$ cat src/rtl/ea_pkg.sv
// Shared types and constants for the addressing-mode front end
package ea_pkg;
	typedef enum logic [2:0] {
		am_implied, am_immediate, am_extended, am_direct, am_register, am_indexed
	} addr_mode_t;

	typedef enum logic [3:0] {
		ix_off5, ix_zero, ix_off8, ix_off16, ix_acca, ix_accb, ix_accd,
		ix_inc1, ix_inc2, ix_dec1, ix_dec2, ix_pc8, ix_pc16, ix_extind, ix_bad
	} ix_kind_t;

	// Postbyte fields
	localparam int        PB_FORM_BIT  = 7;
	localparam int        PB_IND_BIT   = 4;
	localparam int        PB_SEL_HI    = 6;
	localparam int        PB_SEL_LO    = 5;
	localparam logic [7:0] PB_EXT_IND  = 8'h9f;

	// Mode field codes, postbyte bits 3..0
	localparam logic [3:0] MD_INC1  = 4'h0;
	localparam logic [3:0] MD_INC2  = 4'h1;
	localparam logic [3:0] MD_DEC1  = 4'h2;
	localparam logic [3:0] MD_DEC2  = 4'h3;
	localparam logic [3:0] MD_ZERO  = 4'h4;
	localparam logic [3:0] MD_ACCB  = 4'h5;
	localparam logic [3:0] MD_ACCA  = 4'h6;
	localparam logic [3:0] MD_OFF8  = 4'h8;
	localparam logic [3:0] MD_OFF16 = 4'h9;
	localparam logic [3:0] MD_ACCD  = 4'hb;
	localparam logic [3:0] MD_PC8   = 4'hc;
	localparam logic [3:0] MD_PC16  = 4'hd;
	localparam logic [3:0] MD_EXT   = 4'hf;

	localparam logic [7:0] PAGE_BASE_RESET = 8'h00;

	// Extra cycles per indexed variation
	localparam logic [3:0] CYC_ZERO      = 4'h0;
	localparam logic [3:0] CYC_ZERO_IND  = 4'h3;
	localparam logic [3:0] CYC_OFF5      = 4'h1;
	localparam logic [3:0] CYC_OFF8      = 4'h1;
	localparam logic [3:0] CYC_OFF8_IND  = 4'h4;
	localparam logic [3:0] CYC_OFF16     = 4'h4;
	localparam logic [3:0] CYC_OFF16_IND = 4'h7;
	localparam logic [3:0] CYC_ACC8      = 4'h1;
	localparam logic [3:0] CYC_ACC8_IND  = 4'h4;
	localparam logic [3:0] CYC_ACCD      = 4'h4;
	localparam logic [3:0] CYC_ACCD_IND  = 4'h7;
	localparam logic [3:0] CYC_STEP1     = 4'h2;
	localparam logic [3:0] CYC_STEP2     = 4'h3;
	localparam logic [3:0] CYC_STEP2_IND = 4'h6;
	localparam logic [3:0] CYC_PC8       = 4'h1;
	localparam logic [3:0] CYC_PC8_IND   = 4'h4;
	localparam logic [3:0] CYC_PC16      = 4'h5;
	localparam logic [3:0] CYC_PC16_IND  = 4'h8;
	localparam logic [3:0] CYC_EXT_IND   = 4'h5;
endpackage

$ cat src/rtl/postbyte_if.sv
// Postbyte and its decoded fields, between the sequencer and the decoder
`timescale 1ns/1ps
interface postbyte_if;
	logic [7:0]       postbyte;
	ea_pkg::ix_kind_t kind;
	logic [1:0]       ptr_sel;
	logic             indirect;
	logic [1:0]       arg_bytes;
	logic [3:0]       cycles;
	logic             illegal;

	modport dec (input postbyte, output kind, ptr_sel, indirect, arg_bytes, cycles, illegal);
	modport user (output postbyte, input kind, ptr_sel, indirect, arg_bytes, cycles, illegal);
endinterface

$ cat src/rtl/indexed_postbyte_ea_decoder.sv
// Addressing-mode sequencer: operand fetch and effective address forming
// Notes on behaviour
// - Implied mode fetches no address bytes; opcode carries everything.
// - Immediate operand is one or two bytes right after the opcode.
// - Extended address is the next two bytes, high first, absolute.
// - Postbyte 10011111 is extended indirect, +5 cycles, +2 bytes.
// - Direct address is page base high byte with one fetched low byte.
// - Reset clears the page base.
// - Direct mode has no indirect form; one address byte only.
// - Register mode byte after opcode selects registers to act on.
// - Bit 7 clear adds signed five-bit offset; one cycle, no bytes.
// - Bits 6..5 pick X, Y, U or S as pointer.
// - Eight and sixteen bit constant offsets.
// - Accumulator A, B, D offsets.
// - Auto step by one or two; by-one has no indirect.
// - PC relative eight or sixteen bit offset ignores bits 6..5.
// - Zero offset uses pointer unchanged.
// - Indexed type, variation and pointer all come from the postbyte.
// - Indirect forms read a 16-bit address at the computed location.
// - Offset forms leave pointer and accumulator alone.
`timescale 1ns/1ps
module indexed_postbyte_ea_decoder
(
	input  wire logic               mclk,          // Core clock
	input  wire logic               arst_n,        // Async reset, active low
	input  wire logic               start,         // Begin address phase, pulse
	input  wire ea_pkg::addr_mode_t mode,          // Mode from the opcode
	input  wire logic               wide,          // Immediate operand is 16 bits
	input  wire logic [15:0]        pc_next,       // Address of byte after opcode
	input  wire logic [15:0]        reg_x,         // First index register
	input  wire logic [15:0]        reg_y,         // Second index register
	input  wire logic [15:0]        reg_u,         // User stack pointer
	input  wire logic [15:0]        reg_s,         // Hardware stack pointer
	input  wire logic [7:0]         acc_a,         // Accumulator A
	input  wire logic [7:0]         acc_b,         // Accumulator B
	input  wire logic               page_wr,       // Load page base, pulse
	input  wire logic [7:0]         page_wdata,    // New page base
	output logic      [15:0]        mem_addr,      // Memory byte address
	output logic                    mem_rd,        // Memory read request
	input  wire logic [7:0]         mem_rdata,     // Memory read data
	input  wire logic               mem_ack,       // Read data valid, pulse
	output logic                    busy,          // Address phase in progress
	output logic                    done,          // Result ready, pulse
	output logic      [15:0]        ea,            // Effective address
	output logic      [15:0]        operand,       // Immediate operand
	output logic      [15:0]        next_pc,       // Address after operand bytes
	output logic      [7:0]         reg_select,    // Register mode selector byte
	output logic      [3:0]         extra_cycles,  // Added cycles, indexed
	output logic      [1:0]         extra_bytes,   // Added bytes, indexed
	output logic                    undefined,     // Postbyte or mode undefined
	output logic                    ptr_wr,        // Pointer write back, pulse
	output logic      [1:0]         ptr_wr_sel,    // Pointer to write back
	output logic      [15:0]        ptr_wr_data,   // Stepped pointer value
	output logic      [7:0]         page_base      // Current page base
);
	typedef enum logic [2:0] {st_idle, st_fetch, st_finish, st_decode, st_calc} state_t;
	typedef enum logic [1:0] {ph_operand, ph_post, ph_arg, ph_indirect} phase_t;

	state_t             state_ff, nxt_state;
	phase_t             phase_ff, nxt_phase;
	ea_pkg::addr_mode_t mode_ff, nxt_mode;
	logic [1:0]         remain_ff, nxt_remain;
	logic [15:0]        prog_ptr_ff, nxt_prog_ptr;
	logic [15:0]        ind_ptr_ff, nxt_ind_ptr;
	logic [15:0]        shift_ff, nxt_shift;
	logic [7:0]         postbyte_ff, nxt_postbyte;
	logic [15:0]        ea_ff, nxt_ea;
	logic [15:0]        operand_ff, nxt_operand;
	logic [7:0]         reg_select_ff, nxt_reg_select;
	logic [3:0]         cycles_ff, nxt_cycles;
	logic [1:0]         bytes_ff, nxt_bytes;
	logic               undefined_ff, nxt_undefined;
	logic               done_ff, nxt_done;
	logic               ptr_wr_ff, nxt_ptr_wr;
	logic [1:0]         ptr_sel_ff, nxt_ptr_sel;
	logic [15:0]        ptr_data_ff, nxt_ptr_data;
	logic [7:0]         page_base_ff;

	postbyte_if pb_bus ();

	// decoder sees only the latched postbyte
	assign pb_bus.postbyte = postbyte_ff;

	postbyte_decode u_decode
	(
		.pb (pb_bus.dec)
	);

	wire         is_pc_rel = (pb_bus.kind == ea_pkg::ix_pc8) || (pb_bus.kind == ea_pkg::ix_pc16);
	wire         is_step   = (pb_bus.kind == ea_pkg::ix_inc1) || (pb_bus.kind == ea_pkg::ix_inc2) ||
	                         (pb_bus.kind == ea_pkg::ix_dec1) || (pb_bus.kind == ea_pkg::ix_dec2);
	logic [15:0] ptr_val;
	logic [15:0] ea_sum;
	logic [15:0] ptr_new;

	assign ptr_val = (pb_bus.ptr_sel == 2'd0) ? reg_x :
	                 (pb_bus.ptr_sel == 2'd1) ? reg_y :
	                 (pb_bus.ptr_sel == 2'd2) ? reg_u : reg_s;

	// PC relative counts from the byte after the last offset byte
	wire  [15:0] adder_base = is_pc_rel ? prog_ptr_ff : ptr_val;

	ea_adder u_adder
	(
		.kind  (pb_bus.kind),
		.base  (adder_base),
		.off5  (postbyte_ff[4:0]),
		.arg   (shift_ff),
		.acc_a (acc_a),
		.acc_b (acc_b),
		.sum   (ea_sum)
	);

	// Post increment: address is the old pointer, new value is stepped
	assign ptr_new = (pb_bus.kind == ea_pkg::ix_inc1) ? ptr_val + 16'h0001 :
	                 (pb_bus.kind == ea_pkg::ix_inc2) ? ptr_val + 16'h0002 : ea_sum;

	assign mem_addr = (phase_ff == ph_indirect) ? ind_ptr_ff : prog_ptr_ff;
	assign mem_rd   = (state_ff == st_fetch);
	assign busy     = (state_ff != st_idle);

	always_comb
	begin
		nxt_state      = state_ff;
		nxt_phase      = phase_ff;
		nxt_mode       = mode_ff;
		nxt_remain     = remain_ff;
		nxt_prog_ptr   = prog_ptr_ff;
		nxt_ind_ptr    = ind_ptr_ff;
		nxt_shift      = shift_ff;
		nxt_postbyte   = postbyte_ff;
		nxt_ea         = ea_ff;
		nxt_operand    = operand_ff;
		nxt_reg_select = reg_select_ff;
		nxt_cycles     = cycles_ff;
		nxt_bytes      = bytes_ff;
		nxt_undefined  = undefined_ff;
		nxt_done       = 1'b0;
		nxt_ptr_wr     = 1'b0;
		nxt_ptr_sel    = ptr_sel_ff;
		nxt_ptr_data   = ptr_data_ff;
		unique case (state_ff)
			st_idle:
				if (start)
				begin
					nxt_mode      = mode;
					nxt_prog_ptr  = pc_next;
					nxt_shift     = 16'h0000;
					nxt_cycles    = 4'h0;
					nxt_bytes     = 2'd0;
					nxt_undefined = 1'b0;
					nxt_phase     = ph_operand;
					nxt_state     = st_fetch;
					nxt_remain    = 2'd1;
					case (mode)
						ea_pkg::am_implied:
						begin
							nxt_ea    = 16'h0000;
							nxt_done  = 1'b1;
							nxt_state = st_idle;
						end
						ea_pkg::am_immediate:
						begin
							nxt_ea     = pc_next;
							nxt_remain = wide ? 2'd2 : 2'd1;
						end
						ea_pkg::am_extended:  nxt_remain = 2'd2;
						ea_pkg::am_direct:    nxt_remain = 2'd1;
						ea_pkg::am_register:  nxt_remain = 2'd1;
						ea_pkg::am_indexed:   nxt_phase  = ph_post;
						default:
						begin
							nxt_undefined = 1'b1;
							nxt_done      = 1'b1;
							nxt_state     = st_idle;
						end
					endcase
				end
			st_fetch:
				if (mem_ack)
				begin
					// High byte arrives first and shifts up
					nxt_shift  = {shift_ff[7:0], mem_rdata};
					nxt_remain = remain_ff - 2'd1;
					if (phase_ff == ph_indirect)
						nxt_ind_ptr = ind_ptr_ff + 16'h0001;
					else
						nxt_prog_ptr = prog_ptr_ff + 16'h0001;
					if (remain_ff == 2'd1)
						nxt_state = st_finish;
				end
			st_finish:
			begin
				nxt_state = st_idle;
				nxt_done  = 1'b1;
				if (phase_ff == ph_indirect)
					nxt_ea = shift_ff;
				else if (phase_ff == ph_post)
				begin
					nxt_postbyte = shift_ff[7:0];
					nxt_done     = 1'b0;
					nxt_state    = st_decode;
				end
				else if (phase_ff == ph_arg)
				begin
					nxt_done  = 1'b0;
					nxt_state = st_calc;
				end
				else
					case (mode_ff)
						ea_pkg::am_immediate: nxt_operand = shift_ff;
						ea_pkg::am_extended:  nxt_ea = shift_ff;
						// page base plus one byte, never indirect
						ea_pkg::am_direct:    nxt_ea = {page_base_ff, shift_ff[7:0]};
						ea_pkg::am_register:  nxt_reg_select = shift_ff[7:0];
						default:              nxt_undefined = 1'b1;
					endcase
			end
			st_decode:
			begin
				nxt_cycles    = pb_bus.cycles;
				nxt_bytes     = pb_bus.arg_bytes;
				nxt_undefined = pb_bus.illegal;
				nxt_shift     = 16'h0000;
				if (pb_bus.arg_bytes == 2'd0)
					nxt_state = st_calc;
				else
				begin
					nxt_remain = pb_bus.arg_bytes;
					nxt_phase  = ph_arg;
					nxt_state  = st_fetch;
				end
			end
			st_calc:
			begin
				// only auto step writes the pointer back
				if (is_step)
				begin
					nxt_ptr_wr   = 1'b1;
					nxt_ptr_sel  = pb_bus.ptr_sel;
					nxt_ptr_data = ptr_new;
				end
				if (pb_bus.kind == ea_pkg::ix_extind || pb_bus.indirect)
				begin
					nxt_ind_ptr = (pb_bus.kind == ea_pkg::ix_extind) ? shift_ff : ea_sum;
					nxt_shift   = 16'h0000;
					nxt_remain  = 2'd2;
					nxt_phase   = ph_indirect;
					nxt_state   = st_fetch;
				end
				else
				begin
					// direct sum of pointer and offset
					nxt_ea    = ea_sum;
					nxt_done  = 1'b1;
					nxt_state = st_idle;
				end
			end
		endcase
	end

	always_ff @(posedge mclk or negedge arst_n)
	begin
		if (!arst_n)
		begin
			state_ff      <= st_idle;
			phase_ff      <= ph_operand;
			mode_ff       <= ea_pkg::am_implied;
			remain_ff     <= 2'd0;
			prog_ptr_ff   <= 16'h0000;
			ind_ptr_ff    <= 16'h0000;
			shift_ff      <= 16'h0000;
			postbyte_ff   <= 8'h00;
			ea_ff         <= 16'h0000;
			operand_ff    <= 16'h0000;
			reg_select_ff <= 8'h00;
		end
		else
		begin
			state_ff      <= nxt_state;
			phase_ff      <= nxt_phase;
			mode_ff       <= nxt_mode;
			remain_ff     <= nxt_remain;
			prog_ptr_ff   <= nxt_prog_ptr;
			ind_ptr_ff    <= nxt_ind_ptr;
			shift_ff      <= nxt_shift;
			postbyte_ff   <= nxt_postbyte;
			ea_ff         <= nxt_ea;
			operand_ff    <= nxt_operand;
			reg_select_ff <= nxt_reg_select;
		end
	end

	always_ff @(posedge mclk or negedge arst_n)
	begin
		if (!arst_n)
		begin
			cycles_ff    <= 4'h0;
			bytes_ff     <= 2'd0;
			undefined_ff <= 1'b0;
			done_ff      <= 1'b0;
			ptr_wr_ff    <= 1'b0;
			ptr_sel_ff   <= 2'd0;
			ptr_data_ff  <= 16'h0000;
		end
		else
		begin
			cycles_ff    <= nxt_cycles;
			bytes_ff     <= nxt_bytes;
			undefined_ff <= nxt_undefined;
			done_ff      <= nxt_done;
			ptr_wr_ff    <= nxt_ptr_wr;
			ptr_sel_ff   <= nxt_ptr_sel;
			ptr_data_ff  <= nxt_ptr_data;
		end
	end

	always_ff @(posedge mclk or negedge arst_n)
	begin
		if (!arst_n)
			page_base_ff <= ea_pkg::PAGE_BASE_RESET;
		else if (page_wr)
			page_base_ff <= page_wdata;
	end

	assign done         = done_ff;
	assign ea           = ea_ff;
	assign operand      = operand_ff;
	assign next_pc      = prog_ptr_ff;
	assign reg_select   = reg_select_ff;
	assign extra_cycles = cycles_ff;
	assign extra_bytes  = bytes_ff;
	assign undefined    = undefined_ff;
	assign ptr_wr       = ptr_wr_ff;
	assign ptr_wr_sel   = ptr_sel_ff;
	assign ptr_wr_data  = ptr_data_ff;
	assign page_base    = page_base_ff;
endmodule // indexed_postbyte_ea_decoder

$ cat src/rtl/postbyte_decode.sv
// Combinational decoder for the indexed postbyte
`timescale 1ns/1ps
module postbyte_decode
(
	postbyte_if.dec pb // Postbyte in, fields out
);
	wire       form5 = ~pb.postbyte[ea_pkg::PB_FORM_BIT];
	wire       ind   = pb.postbyte[ea_pkg::PB_IND_BIT] & ~form5;
	wire [3:0] md    = pb.postbyte[3:0];

	assign pb.ptr_sel  = pb.postbyte[ea_pkg::PB_SEL_HI:ea_pkg::PB_SEL_LO];
	assign pb.indirect = ind;
	assign pb.illegal  = (pb.kind == ea_pkg::ix_bad);

	always_comb
	begin
		pb.kind      = ea_pkg::ix_bad;
		pb.arg_bytes = 2'd0;
		pb.cycles    = 4'h0;
		if (form5)
		begin
			pb.kind   = ea_pkg::ix_off5;
			pb.cycles = ea_pkg::CYC_OFF5;
		end
		else
		begin
			case (md)
				// auto step, by-one has no indirect form
				ea_pkg::MD_INC1: begin pb.kind = ind ? ea_pkg::ix_bad : ea_pkg::ix_inc1;
					pb.cycles = ea_pkg::CYC_STEP1; end
				ea_pkg::MD_DEC1: begin pb.kind = ind ? ea_pkg::ix_bad : ea_pkg::ix_dec1;
					pb.cycles = ea_pkg::CYC_STEP1; end
				ea_pkg::MD_INC2: begin pb.kind = ea_pkg::ix_inc2;
					pb.cycles = ind ? ea_pkg::CYC_STEP2_IND : ea_pkg::CYC_STEP2; end
				ea_pkg::MD_DEC2: begin pb.kind = ea_pkg::ix_dec2;
					pb.cycles = ind ? ea_pkg::CYC_STEP2_IND : ea_pkg::CYC_STEP2; end
				ea_pkg::MD_ZERO: begin pb.kind = ea_pkg::ix_zero;
					pb.cycles = ind ? ea_pkg::CYC_ZERO_IND : ea_pkg::CYC_ZERO; end
				ea_pkg::MD_ACCA: begin pb.kind = ea_pkg::ix_acca;
					pb.cycles = ind ? ea_pkg::CYC_ACC8_IND : ea_pkg::CYC_ACC8; end
				ea_pkg::MD_ACCB: begin pb.kind = ea_pkg::ix_accb;
					pb.cycles = ind ? ea_pkg::CYC_ACC8_IND : ea_pkg::CYC_ACC8; end
				ea_pkg::MD_ACCD: begin pb.kind = ea_pkg::ix_accd;
					pb.cycles = ind ? ea_pkg::CYC_ACCD_IND : ea_pkg::CYC_ACCD; end
				ea_pkg::MD_OFF8: begin pb.kind = ea_pkg::ix_off8; pb.arg_bytes = 2'd1;
					pb.cycles = ind ? ea_pkg::CYC_OFF8_IND : ea_pkg::CYC_OFF8; end
				ea_pkg::MD_OFF16: begin pb.kind = ea_pkg::ix_off16; pb.arg_bytes = 2'd2;
					pb.cycles = ind ? ea_pkg::CYC_OFF16_IND : ea_pkg::CYC_OFF16; end
				ea_pkg::MD_PC8: begin pb.kind = ea_pkg::ix_pc8; pb.arg_bytes = 2'd1;
					pb.cycles = ind ? ea_pkg::CYC_PC8_IND : ea_pkg::CYC_PC8; end
				ea_pkg::MD_PC16: begin pb.kind = ea_pkg::ix_pc16; pb.arg_bytes = 2'd2;
					pb.cycles = ind ? ea_pkg::CYC_PC16_IND : ea_pkg::CYC_PC16; end
				ea_pkg::MD_EXT: begin
					pb.kind      = (pb.postbyte == ea_pkg::PB_EXT_IND) ?
						ea_pkg::ix_extind : ea_pkg::ix_bad;
					pb.arg_bytes = 2'd2;
					pb.cycles    = ea_pkg::CYC_EXT_IND;
				end
				default: pb.kind = ea_pkg::ix_bad;
			endcase
		end
	end
endmodule // postbyte_decode

$ cat src/rtl/ea_adder.sv
// Offset selection, sign extension and 16-bit address sum
`timescale 1ns/1ps
module ea_adder
(
	input  wire ea_pkg::ix_kind_t kind,  // Decoded indexing variation
	input  wire logic [15:0]      base,  // Pointer or program counter
	input  wire logic [4:0]       off5,  // Offset held in the postbyte
	input  wire logic [15:0]      arg,   // Offset bytes after the postbyte
	input  wire logic [7:0]       acc_a, // Accumulator A
	input  wire logic [7:0]       acc_b, // Accumulator B
	output logic      [15:0]      sum    // Base plus offset
);
	logic [15:0] offset;

	always_comb
	begin
		unique case (kind)
			ea_pkg::ix_off5:                 offset = {{11{off5[4]}}, off5};
			ea_pkg::ix_off8, ea_pkg::ix_pc8: offset = {{8{arg[7]}}, arg[7:0]};
			ea_pkg::ix_off16, ea_pkg::ix_pc16: offset = arg;
			ea_pkg::ix_acca:                 offset = {{8{acc_a[7]}}, acc_a};
			ea_pkg::ix_accb:                 offset = {{8{acc_b[7]}}, acc_b};
			ea_pkg::ix_accd:                 offset = {acc_a, acc_b};
			ea_pkg::ix_dec1:                 offset = 16'hffff;
			ea_pkg::ix_dec2:                 offset = 16'hfffe;
			default:                         offset = 16'h0000;
		endcase
	end

	assign sum = base + offset;
endmodule // ea_adder

$ cat config.mk
export PLATFORM = sky130hd
export DESIGN_NAME = indexed_postbyte_ea_decoder
export DESIGN_NICKNAME = d
export VERILOG_FILES = /design/src/rtl/ea_pkg.sv /design/src/rtl/postbyte_if.sv /design/src/rtl/indexed_postbyte_ea_decoder.sv /design/src/rtl/postbyte_decode.sv /design/src/rtl/ea_adder.sv
export SDC_FILE = /design/constraint.sdc
export NUM_CORES = 1
export LEC_CHECK = 0
export BUFFER_PORTS_ARGS = -buffer_cell sky130_fd_sc_hd__buf_2
export CORE_MARGIN = 2
export CORE_UTILIZATION = 50
export DETAILED_ROUTE_END_ITERATION = 6
export PLACE_DENSITY = 0.87
export SYNTH_ARGS = -nofsm -noshare
export SYNTH_HDL_FRONTEND = slang
export SYNTH_SLANG_ARGS = --single-unit
$ cat constraint.sdc
create_clock -name mclk -period 4.6 [get_ports mclk]
set_input_delay 0.69 -clock mclk [delete_from_list [all_inputs] [get_ports mclk]]
set_output_delay 0.69 -clock mclk [all_outputs]
set_load 0.01 [all_outputs]
# After elaboration in Yosys (flattened, before gate mapping)

Index checks and enable logic that the tools add are counted.

Flip-flop bits (word level): 141
Bits of input ports: 121
Logic and storage cells: 219
Output and inout bits: 109
Bits in latches: 0
RAM bits: 0
Memories kept: 0
Bits in read-only memories: 0

Divide/modulo/power cells: 0
$add $sub $neg: 6
Muxes and demuxes: 85
Magnitude comparators: 0
Multipliers: 0
Equal/unequal tests: 61
Reductions and logical operators: 44
Shifts and indexed selects: 0
Bitwise logic cells: 4

Operators by type and width:

| kind                    | count |
|---|---|
| $mux W16                | 22 |
| $pmux W16 S2            | 4 |
| $pmux W16 S8            | 1 |
| $pmux W16 S4            | 1 |
| $eq A4 B4 Y1 const B    | 13 |
| $pmux W4 S13            | 1 |
| $add A16 B1 Y16 const B | 3 |
| $pmux W16 S3            | 1 |
| $mux W3                 | 10 |
| $eq A4 B3 Y1 const B    | 7 |
| $pmux W4 S7             | 1 |
| $mux W2                 | 13 |
| $mux W4                 | 5 |
| $eq A3 B2 Y1 const B    | 6 |
| $ne A2 B2 Y1 const B    | 9 |
| $mux W1                 | 17 |
| $add A16 B16 Y16        | 1 |
| $add A16 B2 Y16 const B | 1 |
| $eq A4 B2 Y1 const B    | 4 |
| $reduce_and A4 Y1       | 4 |
| $pmux W3 S5             | 1 |
| $reduce_and A5 Y1       | 3 |
| $eq A3 B3 Y1 const B    | 4 |
| $pmux W2 S2             | 3 |
| other kinds (32)        | 65 |

# Logic depth before layout (Yosys ltp)

Depth after elaboration: 11
Depth in mapped cells: 21
Depth with buffers taken out: 19

# Cells and area by module

A second synthesis with hierarchy kept.

Cell total of the unflattened synthesis: 1,149
Area total of the unflattened synthesis: 10,128.5 µm²

By module, submodules not included:

| module                      | seq. area each (µm²) | times used | cells each | area each (µm²) |
|---|---|---|---|---|
| indexed_postbyte_ea_decoder | 3,528.4              | 1          | 907        | 8,481.9 |
| ea_adder                    | 0.0                  | 1          | 175        | 1,237.4 |
| postbyte_decode             | 0.0                  | 1          | 67         | 409.1 |

# Worst setup path before layout

OpenSTA, ideal clock, no wires.

Path type: reg2reg
Start: register postbyte_ff[0] (netlist: pb_bus.postbyte[0])
End: register ea_ff[14] (netlist: ea[14])
Slack: -0.012 ns
Setup time: 0.135 ns
Cell stages (with the launch flop): 19
Arrival: 4.477 ns
Data required time: 4.465 ns
Path buffers: 2
Period minus slack after synthesis: 4.612 ns
Path through: dfrtp_1 clkbuf_1 nand2b_1 o311ai_0 nand4_1 o21ai_2 clkbuf_1 mux2_2 ha_1 fa_1 a21o_1 a21o_1 a21oi_1 nor2_1 a31oi_1 mux2i_1 nand3_1 a222oi_1 o21ai_0

Longest elaborated chain between the ends: 10
Elaborated cells on any way between the ends: 39
Classes of those cells: 1 x add/sub; 24 x eq/ne; 7 x mux; 7 x reduce/logical

Ends and longest elaborated chain:

| element                                                       | line                                               | source |
|---|---|---|
| from (decl)                                                   | indexed_postbyte_ea_decoder.sv:66                  | `logic [7:0] postbyte_ff, nxt_postbyte;` |
| from (signal assigned)                                        | indexed_postbyte_ea_decoder.sv:287                 | `postbyte_ff <= nxt_postbyte;` |
| $eq A8 B8 Y1                                                  | postbyte_decode.sv:54                              | `pb.kind = (pb.postbyte == ea_pkg::PB_EXT_IND) ?` |
| $mux W2                                                       | postbyte_decode.sv:54                              |  |
| $pmux W4 S13                                                  | postbyte_decode.sv:27                              | `case (md)` |
| $mux W4                                                       | postbyte_decode.sv:20                              | `if (form5)` |
| $eq A4 B4 Y1 / $eq A4 B2 Y1 (equally long branches)           | indexed_postbyte_ea_decoder.sv:89, ea_adder.sv:17  |  |
| $reduce_or A2 Y1 / $logic_or A1 B1 Y1 (equally long branches) | ea_adder.sv:17, indexed_postbyte_ea_decoder.sv:89  |  |
| $pmux W16 S8 / $mux W16 (equally long branches)               | ea_adder.sv:17, indexed_postbyte_ea_decoder.sv:101 |  |
| $add A16 B16 Y16                                              | ea_adder.sv:30                                     | `assign sum = base + offset;` |
| $mux W16                                                      | indexed_postbyte_ea_decoder.sv:243                 | `if (pb_bus.kind == ea_pkg::ix_extind \|\| pb_bus.indirect)` |
| $pmux W16 S3                                                  | indexed_postbyte_ea_decoder.sv:142                 | `unique case (state_ff)` |
| to (signal assigned)                                          | indexed_postbyte_ea_decoder.sv:288                 | `ea_ff <= nxt_ea;` |
| to (decl)                                                     | indexed_postbyte_ea_decoder.sv:67                  | `logic [15:0] ea_ff, nxt_ea;` |

Several ways; a longest one is shown, not always the timed one. The select of a mux whose other input is x is not followed.
A chain may end at the register's enable or synchronous reset.

# Worst setup path after layout

Start: register postbyte_ff[0] (netlist: pb_bus.postbyte[0])
End: register ptr_data_ff[14] (netlist: ptr_wr_data[14])

Longest elaborated chain between the ends: 10
Elaborated cells on any way between the ends: 41
Classes of those cells: 1 x add/sub; 24 x eq/ne; 7 x mux; 9 x reduce/logical

Ends and longest elaborated chain:

| element                                                       | line                                               | source |
|---|---|---|
| $eq A8 B8 Y1                                                  | postbyte_decode.sv:54                              |  |
| $mux W2                                                       | postbyte_decode.sv:54                              |  |
| $pmux W4 S13                                                  | postbyte_decode.sv:27                              |  |
| $mux W4                                                       | postbyte_decode.sv:20                              |  |
| $eq A4 B4 Y1 / $eq A4 B2 Y1 (equally long branches)           | indexed_postbyte_ea_decoder.sv:89, ea_adder.sv:17  |  |
| $reduce_or A2 Y1 / $logic_or A1 B1 Y1 (equally long branches) | ea_adder.sv:17, indexed_postbyte_ea_decoder.sv:89  |  |
| $pmux W16 S8 / $mux W16 (equally long branches)               | ea_adder.sv:17, indexed_postbyte_ea_decoder.sv:101 |  |
| $add A16 B16 Y16                                              | ea_adder.sv:30                                     |  |
| $mux W16                                                      | indexed_postbyte_ea_decoder.sv:116                 | `(pb_bus.kind == ea_pkg::ix_inc2) ? ptr_val + 16'h0002 : ea_sum;` |
| $mux W16                                                      | indexed_postbyte_ea_decoder.sv:115                 | `assign ptr_new = (pb_bus.kind == ea_pkg::ix_inc1) ? ptr_val + 16'h0001 :` |
| to (signal assigned)                                          | indexed_postbyte_ea_decoder.sv:314                 | `ptr_data_ff <= nxt_ptr_data;` |
| to (decl)                                                     | indexed_postbyte_ea_decoder.sv:76                  | `logic [15:0] ptr_data_ff, nxt_ptr_data;` |

Several ways; a longest one is shown, not always the timed one.

==> flow_summary.json <==
{
  "outcome": "finished, final reports clean",
  "clockBufferDepth": 2,
  "min_period_ns": 4.53,
  "clkLatencyLatePin_ns": 0.43,
  "cp_max_fo": 5,
  "fillCellCount": 1659,
  "grt_max_degree": 115,
  "grt_pass1_vias": 9771,
  "ys_warn_count": 0,
  "cts_root_buffer": "clkbuf_16",
  "track_usage_pct": 34.0,
  "first_iter_violations": 1158,
  "syn_nets": 1300,
  "layout_setup_ws_ns": 0.0738,
  "core_area_um2": 19300,
  "cts.sinks": 141,
  "setup_tns_ns": 0,
  "fin_skew_ns": 0.0104,
  "cp-start-kind": "flop",
  "path_clk_slew_ns": 0.06,
  "overflow": 0,
  "seq_area_frac_synth_pct": 36.0,
  "timing.rr.end": "ptr_wr_data[14]$_DFFE_PN0P_",
  "numCtsBuffers": 17,
  "hold_buffers": 0,
  "worst-r2r-setup-slack_ns": 0.07,
  "ant_nets": 0,
  "synth_top_area_share_pct": 36.0,
  "synth_edf_count": 0,
  "async_flop_share_pct": 100,
  "place_ws_ns": 0.0488,
  "drtPass1Iterations": 7,
  "r2r_start": "pb_bus.postbyte[0]$_DFFE_PN0P_",
  "io_pins": 230,
  "required_ns": 4.91,
  "antenna_found_initial": 0,
  "yosys_register_bits": 141,
  "yosysTopAreaCell": "dfrtp_1",
  "num-nets-final": 1558,
  "ir_drop_mv": 0.355,
  "detail_route.wl_per_cell_um": 21.2,
  "remaining_drc_errors": 0,
  "synth_area_um2": 9790,
  "slew_violations": 0,
  "maxCapViolCount": 0,
  "synth_ff_type": "dfrtp_1",
  "row_count": 51,
  "yosysUniqueCellTypes": 69,
  "wl_mm": 35.8,
  "layout-drive-gt1-share_pct": 32.4,
  "p_per_area_nw_per_um2": 695,
  "diodes": 0,
  "final-setup-viol-count": 0,
  "p_leak_nw": 5.64,
  "die_w_um": 144,
  "hp-class": "in -> async",
  "globalplace.congestion": 1.01,
  "syn_inst": 1155,
  "cp.arrival_ns": 4.84,
  "synth_area_leaders": "dfrtp_1, mux2_2, nand2_1",
  "die_h_um": 144,
  "dp.final_hpwl_mm": 26.7,
  "max_clock_freq_ghz": 0.221,
  "syn_avg_cell_area_um2": 8.47,
  "holdWs_ns": 0.381,
  "seqCellArea_um2": 3530,
  "finalHoldViolCount": 0,
  "dieArea_um2": 20700,
  "r2r_cells": 18,
  "cp-endpoint": "ptr_wr_data[14]$_DFFE_PN0P_",
  "vias": 10578,
  "start_util_pct": 50.6,
  "portBuffers": 229,
  "drt-vias-per-instance": 6.27,
  "slew_headroom_pct": 27.4,
  "cts_tree": "built",
  "final.period_utilization_pct": 98.4,
  "multi_input_area_um2": 5950,
  "tightest_slew_ns": 1.09,
  "grt_first_pass_wirelength_mm": 53.4,
  "cp-end-kind": "flop",
  "crit_start": "pb_bus.postbyte[0]$_DFFE_PN0P_",
  "syn_to_final_growth_pct": 25.5,
  "crit_type": "reg -> reg",
  "h-tree-depth": 4
}
## stage by stage
stage                     total power [W]  instance area (um^2)  utilization [%]  cells
after global placement            0.00680                 11600             60.1   1655
after global routing              0.00902                 12300             63.5   1688
after floorplan                   0.00497                  9790                -   1155
after detailed placement          0.00689                 11600             60.1   1655
after CTS                         0.00826                 12200             63.0   1684
final                             0.00854                 12300             63.5   1688
## cells by family (layout without fill, tap and decap cells)
| logic type | Yosys count | after routing | share of synthesized area [%] |
|---|---|---|---|
| AOI/OAI and AO/OA | 331 | 331 | 21.3 |
| xor gates and xnor gates | 30 | 30 | 2.68 |
| adders and majority gates | 24 | 24 | 3.14 |
| buffers and inverters | 98 | 366 | 3.87 |
| DFF | 141 | 141 | 36.0 |
| muxes | 100 | 100 | 13.3 |
| and+or+nand+nor | 431 | 431 | 19.7 |
## layout by cell type (no fill, tap or decap), types with 17 or more instances in the layout
cell type and instances:
inv_1 23, nand3_1 41, a21oi_1 92, buf_4 82
mux2_2 75, clkbuf_16 17, dfrtp_1 139, buf_2 228
nor3_1 28, o21ai_0 103, nor2_1 105, nand2_1 182
ha_1 23
## synthesized netlist by cell type, types with 3 or more instances
| library cell | instances |
|---|---|
| a211oi_1 | 11 |
| a21o_1 | 7 |
| a21oi_1 | 96 |
| a221o_1 | 13 |
| a221oi_1 | 6 |
| a222oi_1 | 12 |
| a31oi_1 | 11 |
| and2_1 | 8 |
| and3_1 | 10 |
| buf_1 | 6 |
| buf_2 | 5 |
| clkbuf_1 | 62 |
| dfrtp_1 | 141 |
| ha_1 | 23 |
| inv_1 | 23 |
| mux2_2 | 75 |
| mux2i_1 | 8 |
| mux4_2 | 16 |
| nand2_1 | 182 |
| nand2b_1 | 11 |
| nand3_1 | 41 |
| nand3b_1 | 3 |
| nand4_1 | 16 |
| nor2_1 | 106 |
| nor2b_1 | 7 |
| nor3_1 | 28 |
| nor3_2 | 4 |
| nor3b_1 | 3 |
| o211ai_1 | 6 |
| o21a_1 | 8 |
| o21ai_0 | 107 |
| o21ai_1 | 3 |
| o221ai_1 | 8 |
| o22a_1 | 3 |
| o22ai_1 | 10 |
| o31ai_1 | 4 |
| or3_1 | 5 |
| xnor2_1 | 16 |
| xor2_1 | 14 |
## worst max-delay path: stages, from the launching register on
cell and delay, ns:
dfrtp_2 0.44, or4_4 0.56, a41oi_4 0.31, mux2i_2 0.35, nor2_2 0.11, a21oi_1 0.14
o21ai_0 0.11, a221o_1 0.31, fa_1 0.43, a21o_1 0.20, a21o_1 0.20, a21oi_2 0.16
nor2_1 0.09, a31oi_2 0.18, mux2i_1 0.22, nand3_1 0.17, buf_4 0.18, a21oi_1 0.14
a21oi_1 0.09
## layer usage
metal,GRT usage [%],up-vias,part of all wire [%]
met2,51.2,711,45
met1,43.7,4925,38
met3,7.80,201,10
met4,22.8,2,7.3
met5,1.25,-,0.098
li1,-,4739,-
## registers in the layout, indices dropped and copies added (netlist names)
signal           flops
done                 1
ea                  16
extra_bytes          2
extra_cycles         4
ind_ptr_ff          16
mode_ff              3
next_pc             16
operand             16
page_base            8
pb_bus.postbyte      8
phase_ff             2
ptr_wr               1
ptr_wr_data         16
ptr_wr_sel           2
reg_select           8
remain_ff            2
shift_ff            16
state_ff             3
undefined            1
## final cells by class
class / count / share of cell area (%)
multi-input cells: 916 / 48.5
flip-flops and latches: 141 / 28.7
repair buffers: 314 / 14.8
clock buffers: 19 / 3.61
well taps: 265 / 2.70
clock inverters: 10 / 0.968
inverters: 23 / 0.703
## how the worst min path moves through the flow
stage                              startpoint                    endpoint  slack, ns
floorplan                              arst_n              done$_DFF_PN0_       0.39
global placement    ptr_wr_sel[0]$_DFFE_PN0P_   ptr_wr_sel[0]$_DFFE_PN0P_       0.46
detailed placement          ea[9]$_DFFE_PN0P_           ea[9]$_DFFE_PN0P_       0.47
CTS                                    arst_n   ptr_wr_sel[1]$_DFFE_PN0P_       0.46
global route                           arst_n  ptr_wr_data[2]$_DFFE_PN0P_       0.49
finish                                 arst_n   ptr_wr_sel[1]$_DFFE_PN0P_       0.38
## power by group
| group | internal [W] | switching [W] | total [W] |
|---|---|---|---|
| registers | 0.00163 | 0.000549 | 0.00218 |
| clock network | 0.000804 | 0.000550 | 0.00135 |
| logic | 0.00211 | 0.00290 | 0.00500 |
## repair_timing
item | CTS | global route
buffers inserted | 0 | 4
pin swaps | 0 | 4
gates resized for setup | 1 | 21
endpoints found under the setup margin | 1 | 18
Note: power is estimated with default switching activity, not from simulation.
